$ cat src/common/slgc_pkg.sv
// Shared constants and types for the strap latch and pin configuration block
package slgc_pkg;

  localparam int SLGC_PINS = 16;
  localparam int SLGC_CORES = 4;
  localparam int SLGC_PERIPHS = 8;
  localparam int SLGC_CLK_MHZ = 200;
  localparam int SLGC_INIT_TIME_NS = 100;
  localparam int SLGC_INIT_CYCLES =
    (SLGC_INIT_TIME_NS * SLGC_CLK_MHZ + 999) / 1000;

  // Strap field positions within the captured pin word
  localparam int SLGC_ORDER_BIT = 0;
  localparam int SLGC_BOOT_LO = 1;
  localparam int SLGC_BOOT_W = 3;
  localparam int SLGC_DCFG_LO = 4;
  localparam int SLGC_DCFG_W = 7;
  localparam int SLGC_PLL_LO = 11;
  localparam int SLGC_PLL_W = 3;
  localparam int SLGC_PCIE_LO = 14;
  localparam int SLGC_PCIE_W = 2;
  localparam int SLGC_VCID_LO = 4;
  localparam int SLGC_VCID_W = 2;

  // Pins kept for the voltage class function after release
  localparam logic [SLGC_PINS-1:0] SLGC_VCID_MASK = 16'h0030;
  localparam logic [SLGC_PINS-1:0] SLGC_PIN_ZERO = 16'h0000;

  typedef enum logic [2:0] {
    BOOT_NONE, BOOT_SRIO, BOOT_ETH, BOOT_PCIE,
    BOOT_I2C, BOOT_SPI, BOOT_CHIPLINK, BOOT_RSVD
  } slgc_boot_type;

  typedef enum logic [1:0] {
    PCIE_EP, PCIE_LEGACY_EP, PCIE_RC, PCIE_RSVD
  } slgc_pcie_type;

  typedef enum logic [2:0] {
    CFG_DIR, CFG_OUT, CFG_RISE, CFG_FALL, CFG_MASK, CFG_PERIPH
  } slgc_cfg_type;

  typedef enum logic [1:0] {RS_RESET, RS_INIT, RS_RUN} slgc_rst_type;

  // Boot device code to one-hot peripheral enable
  function automatic logic [SLGC_PERIPHS-1:0] slgc_boot_periph(
    input slgc_boot_type code);
    logic [SLGC_PERIPHS-1:0] en;
    en = '0;
    if (code != BOOT_NONE && code != BOOT_RSVD) begin
      en[code] = 1'b1;
    end
    return en;
  endfunction

endpackage

$ cat src/common/slgc_if.sv
// Link between the strap latch top and its pin bank
interface slgc_if #(parameter int NCORE = slgc_pkg::SLGC_CORES);
  import slgc_pkg::*;
  localparam int CW = (NCORE > 1) ? $clog2(NCORE) : 1;
  logic [SLGC_PINS-1:0] pin_in;
  logic release_pins;
  logic clear;
  logic cfg_wr;
  slgc_cfg_type cfg_sel;
  logic [CW-1:0] cfg_core;
  logic [SLGC_PINS-1:0] cfg_data;
  logic [SLGC_PINS-1:0] dir;
  logic [SLGC_PINS-1:0] out;
  logic [SLGC_PINS-1:0] dma;
  logic [NCORE-1:0] irq;

  modport top (
    output pin_in, release_pins, clear, cfg_wr, cfg_sel, cfg_core,
    output cfg_data,
    input dir, out, dma, irq
  );
  modport bank (
    input pin_in, release_pins, clear, cfg_wr, cfg_sel, cfg_core,
    input cfg_data,
    output dir, out, dma, irq
  );
endinterface

$ cat src/core/slgc_gpio_bank.sv
// General purpose pin bank: direction, output data and edge events
module slgc_gpio_bank
  import slgc_pkg::*;
#(
  parameter int NCORE = SLGC_CORES
) (
  input wire logic clk_i,
  input wire logic nrst_i,
  slgc_if.bank bus
);

  typedef struct packed {
    logic [SLGC_PINS-1:0] dir;
    logic [SLGC_PINS-1:0] out;
    logic [SLGC_PINS-1:0] rise;
    logic [SLGC_PINS-1:0] fall;
    logic [SLGC_PINS-1:0] prev;
    logic [NCORE-1:0][SLGC_PINS-1:0] mask;
    logic [SLGC_PINS-1:0] dma;
    logic [NCORE-1:0] irq;
  } slgc_bank_type;

  slgc_bank_type q, d;
  logic [SLGC_PINS-1:0] ev;

  always_comb begin
    d = q;
    d.prev = bus.pin_in;
    if (bus.clear) begin
      // Every pin comes back as an input with events off
      d.dir = SLGC_PIN_ZERO;
      d.out = SLGC_PIN_ZERO;
      d.rise = SLGC_PIN_ZERO;
      d.fall = SLGC_PIN_ZERO;
      d.mask = '0;
    end else if (bus.cfg_wr) begin
      unique case (bus.cfg_sel)
        CFG_DIR: d.dir = bus.cfg_data;
        CFG_OUT: d.out = bus.cfg_data;
        CFG_RISE: d.rise = bus.cfg_data;
        CFG_FALL: d.fall = bus.cfg_data;
        CFG_MASK: d.mask[bus.cfg_core] = bus.cfg_data;
        CFG_PERIPH: d.out = q.out;
        default: d.out = q.out;
      endcase
    end
    // Any usable pin raises an event on a chosen edge
    ev = ((bus.pin_in & ~q.prev & q.rise) |
          (~bus.pin_in & q.prev & q.fall)) &
         ~SLGC_VCID_MASK & {SLGC_PINS{bus.release_pins}};
    d.dma = ev;
    for (int c = 0; c < NCORE; c++) begin
      d.irq[c] = |(ev & q.mask[c]);
    end
  end

  always_ff @(posedge clk_i or negedge nrst_i) begin
    if (!nrst_i) begin
      q <= '0;
    end else begin
      q <= d;
    end
  end

  assign bus.dir = q.dir & ~SLGC_VCID_MASK;
  assign bus.out = q.out;
  assign bus.dma = q.dma;
  assign bus.irq = q.irq;

endmodule

$ cat src/core/slgc_top.sv
// Strap latch and general purpose pin configuration top level
module slgc_top
  import slgc_pkg::*;
#(
  parameter int NCORE = SLGC_CORES,
  parameter int PERIPHS = SLGC_PERIPHS,
  parameter int INIT_CYCLES = SLGC_INIT_CYCLES,
  localparam int CW = (NCORE > 1) ? $clog2(NCORE) : 1,
  localparam int CNT_W = $clog2(INIT_CYCLES + 1)
) (
  input wire logic clk_i,
  input wire logic nrst_i,
  input wire logic full_config_reset_n_i,
  input wire logic warm_reset_n_i,
  input wire logic emu_reset_req_i,
  input wire logic emu_halt_req_i,
  input wire logic [SLGC_PINS-1:0] gpio_in_i,
  output logic [SLGC_PINS-1:0] gpio_out_o,
  output logic [SLGC_PINS-1:0] gpio_oe_o,
  output logic [SLGC_PINS-1:0] gpio_value_o,
  input wire logic cfg_wr_i,
  input wire slgc_cfg_type cfg_sel_i,
  input wire logic [CW-1:0] cfg_core_i,
  input wire logic [SLGC_PINS-1:0] cfg_data_i,
  output logic [NCORE-1:0] gpio_irq_o,
  output logic [SLGC_PINS-1:0] dma_event_trigger_o,
  output logic reset_state_out_n_o,
  output logic strap_valid_o,
  output logic strap_capture_o,
  output logic [SLGC_PINS-1:0] strap_status_o,
  output logic byte_order_strap_o,
  output slgc_boot_type boot_device_o,
  output logic [SLGC_DCFG_W-1:0] device_cfg_o,
  output logic [SLGC_PLL_W-1:0] pll_mult_o,
  output logic [SLGC_PLL_W-1:0] i2c_boot_param_o,
  output slgc_pcie_type pcie_role_strap_o,
  output logic pcie_root_complex_o,
  output logic [SLGC_VCID_W-1:0] voltage_class_id_o,
  output logic [PERIPHS-1:0] periph_en_o,
  output logic emu_halt_o
);

  typedef struct packed {
    logic fcr_prev;
    logic valid;
    logic capture;
    logic [SLGC_PINS-1:0] straps;
    logic [SLGC_PINS-1:0] value;
    logic byte_order;
    slgc_boot_type boot;
    logic [SLGC_DCFG_W-1:0] dev_cfg;
    logic [SLGC_PLL_W-1:0] pll;
    logic [SLGC_PLL_W-1:0] i2c;
    slgc_pcie_type pcie;
    logic pcie_rc;
    logic [SLGC_VCID_W-1:0] vcid;
    logic [PERIPHS-1:0] boot_en;
    logic [PERIPHS-1:0] sw_en;
    logic [PERIPHS-1:0] periph;
    slgc_rst_type rs;
    logic [CNT_W-1:0] cnt;
    logic rs_n;
    logic emu_halt;
  } slgc_top_type;

  // One register image of the top level state; the pin bank keeps its own registers
  slgc_top_type q, d;
  logic any_rst;
  logic release_edge;
  logic [SLGC_PLL_W-1:0] pll_field;
  slgc_boot_type boot_code;
  logic [SLGC_PERIPHS-1:0] boot_onehot;

  // Carrier to the pin bank
  slgc_if #(.NCORE(NCORE)) pins ();

  always_comb begin
    d = q;
    // Emulator request resets the device whatever the boot straps say
    any_rst = !full_config_reset_n_i || !warm_reset_n_i || emu_reset_req_i;
    release_edge = full_config_reset_n_i && !q.fcr_prev;
    pll_field = gpio_in_i[SLGC_PLL_LO +: SLGC_PLL_W];
    boot_code = slgc_boot_type'(
      gpio_in_i[SLGC_BOOT_LO +: SLGC_BOOT_W]);
    // Boot interface one-hot, sized to the peripheral count
    boot_onehot = slgc_boot_periph(boot_code);
    d.fcr_prev = full_config_reset_n_i;
    d.capture = release_edge;

    // Only the rising full reset samples the pins; warm reset does not
    if (release_edge) begin
      d.straps = gpio_in_i;
      d.valid = 1'b1;
      d.byte_order = gpio_in_i[SLGC_ORDER_BIT];
      d.boot = boot_code;
      d.dev_cfg = gpio_in_i[SLGC_DCFG_LO +: SLGC_DCFG_W];
      if (d.boot == BOOT_I2C) begin
        d.i2c = pll_field;
        d.pll = '0;
      end else begin
        d.pll = pll_field;
        d.i2c = '0;
      end
      d.pcie = slgc_pcie_type'(
        gpio_in_i[SLGC_PCIE_LO +: SLGC_PCIE_W]);
      d.pcie_rc = (d.pcie == PCIE_RC);
      d.boot_en = PERIPHS'(boot_onehot);
    end

    // Pins 4 and 5 report the voltage class once released
    if (full_config_reset_n_i) begin
      d.vcid = gpio_in_i[SLGC_VCID_LO +: SLGC_VCID_W];
      d.value = gpio_in_i & ~SLGC_VCID_MASK;
    end else begin
      d.value = SLGC_PIN_ZERO;
    end

    // Software enables, cleared by every reset
    if (any_rst) begin
      d.sw_en = '0;
    end else if (cfg_wr_i && cfg_sel_i == CFG_PERIPH) begin
      d.sw_en = cfg_data_i[PERIPHS-1:0];
    end
    if (any_rst) begin
      d.periph = '0;
    end else begin
      d.periph = d.sw_en | q.boot_en;
    end

    // Reset state output stays low through initialisation
    unique case (q.rs)
      RS_RESET: begin
        d.rs = RS_INIT;
        d.cnt = CNT_W'(INIT_CYCLES - 1);
      end
      RS_INIT: begin
        if (q.cnt == '0) begin
          d.rs = RS_RUN;
        end else begin
          d.cnt = q.cnt - CNT_W'(1);
        end
      end
      RS_RUN: d.rs = RS_RUN;
      default: d.rs = RS_RESET;
    endcase
    if (any_rst) begin
      d.rs = RS_RESET;
      d.cnt = '0;
    end
    d.rs_n = (d.rs == RS_RUN);

    // Halt request is honoured in every boot mode
    d.emu_halt = emu_halt_req_i;
  end

  // State register, cleared only by power-on reset
  always_ff @(posedge clk_i or negedge nrst_i) begin
    if (!nrst_i) begin
      q <= '0;
    end else begin
      q <= d;
    end
  end

  // Pin bank sees raw levels and the shared write strobe
  assign pins.pin_in = gpio_in_i;
  assign pins.release_pins = full_config_reset_n_i;
  assign pins.clear = any_rst;
  assign pins.cfg_wr = cfg_wr_i;
  assign pins.cfg_sel = cfg_sel_i;
  assign pins.cfg_core = cfg_core_i;
  assign pins.cfg_data = cfg_data_i;

  // Direction, output data and pin events live in the bank
  slgc_gpio_bank #(.NCORE(NCORE)) u_bank (
    .clk_i(clk_i),
    .nrst_i(nrst_i),
    .bus(pins.bank)
  );

  // Drivers only follow direction once full reset is high
  assign gpio_oe_o = pins.dir & {SLGC_PINS{full_config_reset_n_i}};
  assign gpio_out_o = pins.out;
  assign gpio_value_o = q.value;
  assign gpio_irq_o = pins.irq;
  assign dma_event_trigger_o = pins.dma;
  assign reset_state_out_n_o = q.rs_n;
  assign strap_valid_o = q.valid;
  assign strap_capture_o = q.capture;
  assign strap_status_o = q.straps;
  assign byte_order_strap_o = q.byte_order;
  assign boot_device_o = q.boot;
  assign device_cfg_o = q.dev_cfg;
  assign pll_mult_o = q.pll;
  assign i2c_boot_param_o = q.i2c;
  assign pcie_role_strap_o = q.pcie;
  assign pcie_root_complex_o = q.pcie_rc;
  assign voltage_class_id_o = q.vcid;
  assign periph_en_o = q.periph;
  assign emu_halt_o = q.emu_halt;

endmodule

$ cat config.mk
export PLATFORM = sky130hd
export DESIGN_NAME = slgc_top
export DESIGN_NICKNAME = d
export VERILOG_FILES = /design/src/common/slgc_pkg.sv /design/src/common/slgc_if.sv /design/src/core/slgc_gpio_bank.sv /design/src/core/slgc_top.sv
export SDC_FILE = /design/constraint.sdc
export NUM_CORES = 1
export LEC_CHECK = 0
export BUFFER_PORTS_ARGS = -buffer_cell sky130_fd_sc_hd__clkbuf_2
export CAP_MARGIN = 10
export CORE_MARGIN = 2
export CORE_UTILIZATION = 50
export DETAILED_ROUTE_END_ITERATION = 16
export GPL_TIMING_DRIVEN = 1
export PLACE_DENSITY = 0.75
export SYNTH_ARGS = -nofsm -noshare
export SYNTH_HDL_FRONTEND = slang
export SYNTH_SLANG_ARGS = --single-unit
$ cat constraint.sdc
create_clock -name clk_i -period 2 [get_ports clk_i]
set_input_delay 0.1 -clock clk_i [delete_from_list [all_inputs] [get_ports clk_i]]
set_output_delay 0.1 -clock clk_i [all_outputs]
set_load 0.005 [all_outputs]
==> reports/qor.yml <==
die_h_um: 143
cts-root-buf: "sky130_fd_sc_hd__clkbuf_16"
numPortBuffers: 155
synth.ff_latch_count: 221
slew-limit-headroom_pct: 51.0
layout_common_cells: "sky130_fd_sc_hd__dfrtp_1 (221), sky130_fd_sc_hd__nand2_1 (209), sky130_fd_sc_hd__clkbuf_2 (154)"
final_max_slew_viol_count: 0
grt_antenna_before_repair: 0
buffer_depth_of_the_longest_clock_path: 3
clkTransAtPathRegs_ps: 60
initial_utilization_pct: 51.4
grt-ovfl-total: 0
final_common_cell: "sky130_fd_sc_hd__dfrtp_1"
async_set_or_reset_register_ratio_after_synthesis_pct: 100
crit_path_start_kind: "input pin"
avgRoutedWirePerCell_um: 18.7
drv.max_cap_violation_count: 0
crit_fanout: 17
routabilityCongestion: 0.861
synth_top_cell_area_share_pct: 56.9
grt_start_max_net_pins: 68
timing.critical_path.required_ps: 2360
cts_made_buffers: 23
finalNetCount: 1064
synthesis.yosys.warnings: 0
drt_drc_violations_left: 0
fmax_ghz: 0.583
floorplan.rows: 50
tns_ps: 0
cts-htree-levels: 1
drt_first_iter_violations: 380
synth_area_per_cell_um2: 10.3
synth_area_leaders: "sky130_fd_sc_hd__dfrtp_1 (57%), sky130_fd_sc_hd__nand2_1 (8.1%), sky130_fd_sc_hd__buf_4 (8.0%), sky130_fd_sc_hd__mux2i_1 (5.8%), sky130_fd_sc_hd__a21oi_1 (3.3%)"
period_minus_slack_ps: 1720
final_layout_size_suffix_gt1_share_pct: 22.2
power.leakage_nw: 5.53
drt_pre_antenna_iters: 5
p_per_area_nw_per_um2: 867
tritoncts: "done"
dieWidth_um: 143
syn2layout_area_growth_pct: 14.2
diodes: 0
synth_edf_count: 0
post-synth-top-area-cell: "sky130_fd_sc_hd__dfrtp_1"
hold_class: "input pin to register"
placed_cell_area_um2: 10100
synth-main-ff-cell: "sky130_fd_sc_hd__dfrtp_1"
worst-setup-path-type: "input pin to register"
num_vias: 6891
outcome: "completed"
grt_util_all_layers_pct: 23.6
clock-skew-final_ps: 11.7
clock_sinks: 221
floorplan.die_area_um2: 20600
wirelength_um: 24200
timing.critical_path.arrival_ps: 2080
post_cts_buffers: 0
count_of_cell_types_in_the_netlist: 48
via_per_inst: 5.33
source_to_sink_clock_delay_at_the_later_pin_of_the_worst_skew_pair_ps: 500
rsz0062_at_grt: "false"
ant_nets: 0
number_of_global_route_vias_before_repair: 6726
finalHoldViolCount: 0
worst_slew_pin_slew_ps: 735
stdcell_area_um2: 11100
layout_worst_path_cycle_share_pct: 85.8
hpwl_um: 16100
global_route_wire_length_before_repair_um: 37400
boundaryPins: 162
synth_cells: 942
synth.cell_area_um2: 9710
core_area_um2: 18900
irDropWorstVdd_v: 0.000698
finalSetupViolations: 0
timing.critical_path.to_type: "register"
fraction_of_the_yosys_area_taken_by_sequential_cells_pct: 56.9
report_power, final:
part | switching (mW) | internal [mW]
logic | 0.429 | 0.260
registers | 0.0698 | 4.58
clock network | 1.68 | 2.59
total | 2.18 | 7.44
final timing paths:
kind	from	to	slack (ps)	cells past startpoint
setup / recovery	full_config_reset_n_i	u_bank.bus.irq[2]	280	8
hold / removal	cfg_data_i[13]	u_bank.q[129]	20	3
setup reg to reg	q[3]	q[2]	350	6
hold reg to reg	strap_valid_o	strap_valid_o	480	1
max in group asynchronous	nrst_i	u_bank.bus.out[13]	1170	3
min in group asynchronous	nrst_i	strap_capture_o	160	2
repair_timing:
action                    4_1_cts  5_1_grt
gates resized for setup         0        0
hold buffers                   26        0
hold endpoints to repair      180        0
stage by stage:
step | setup WS (ps) | hold slack (ps) | cells | util (%) | total power [mW]
after floorplan | 534 | -196 | 947 | - | 5.13
after global placement | 419 | 97.8 | 1228 | 53.4 | 5.37
after detailed placement | 334 | 102 | 1228 | 53.4 | 5.38
after CTS | 302 | 6.36 | 1292 | 58.7 | 9.68
after global routing | 143 | 22.2 | 1292 | 58.7 | 9.94
final | 284 | 21.6 | 1292 | 58.7 | 9.61
cell type report:
class / count / area, um2
fill: 1581 / 7800
clock buffer: 30 / 632
inverter: 4 / 15.0
sequential: 221 / 5530
timing repair buffer: 203 / 1290
clock inverter: 8 / 118
multi-input combinational: 566 / 3190
tap: 260 / 325
layer usage:
metal,global-route usage (%),wire [um],up-vias,part of all wire [%]
li1,-,-,3174,-
met1,32.7,10400,3397,43
met2,37.5,11300,274,47
met3,5.06,1830,46,7.6
met4,7.69,731,0,3.0
met5,0,0,-,0
Yosys cell counts, types with 8 or more instances:
master                       n
sky130_fd_sc_hd__a21oi_1    64
sky130_fd_sc_hd__a21o_1      8
sky130_fd_sc_hd__clkbuf_1   29
sky130_fd_sc_hd__a22o_1      9
sky130_fd_sc_hd__nand4b_1   26
sky130_fd_sc_hd__dfrtp_1   221
sky130_fd_sc_hd__nor2_1     65
sky130_fd_sc_hd__and2_1     33
sky130_fd_sc_hd__nand2_1   209
sky130_fd_sc_hd__buf_2      17
sky130_fd_sc_hd__a21oi_2     8
sky130_fd_sc_hd__a22oi_1    18
sky130_fd_sc_hd__buf_4     103
sky130_fd_sc_hd__o21ai_0    11
sky130_fd_sc_hd__mux2i_1    56
sequential cells by signal, indices dropped and copies added (netlist names), 2 cells and up:
register            cells
periph_en_o             8
strap_status_o         16
voltage_class_id_o      2
gpio_value_o           14
i2c_boot_param_o        3
u_bank.bus.dir         14
pll_mult_o              3
q                      24
u_bank.bus.irq          4
u_bank.q               98
u_bank.bus.out         16
u_bank.bus.dma         14
kinds of logic (layout without fill, tap and decap cells):
family	count (synthesis)	after routing	share of synthesized area, %
compound gates	128	128	8.28
fa+ha+maj	1	1	0.129
buf+inv	160	245	10.5
flops	221	221	56.9
mux	58	58	6.00
other cells	1	6	0.0386
simple gates	373	373	18.1
worst max-delay path: stages:
cell                            delay [ps]
sky130_fd_sc_hd__dlygate4sd3_1         530
sky130_fd_sc_hd__clkbuf_2              230
sky130_fd_sc_hd__buf_4                 250
sky130_fd_sc_hd__nand4b_1              110
sky130_fd_sc_hd__nand2_1               170
sky130_fd_sc_hd__a22o_1                290
sky130_fd_sc_hd__a221oi_1              240
sky130_fd_sc_hd__nand4_1               150
No activity file was read; power rests on OpenSTA's default activity.
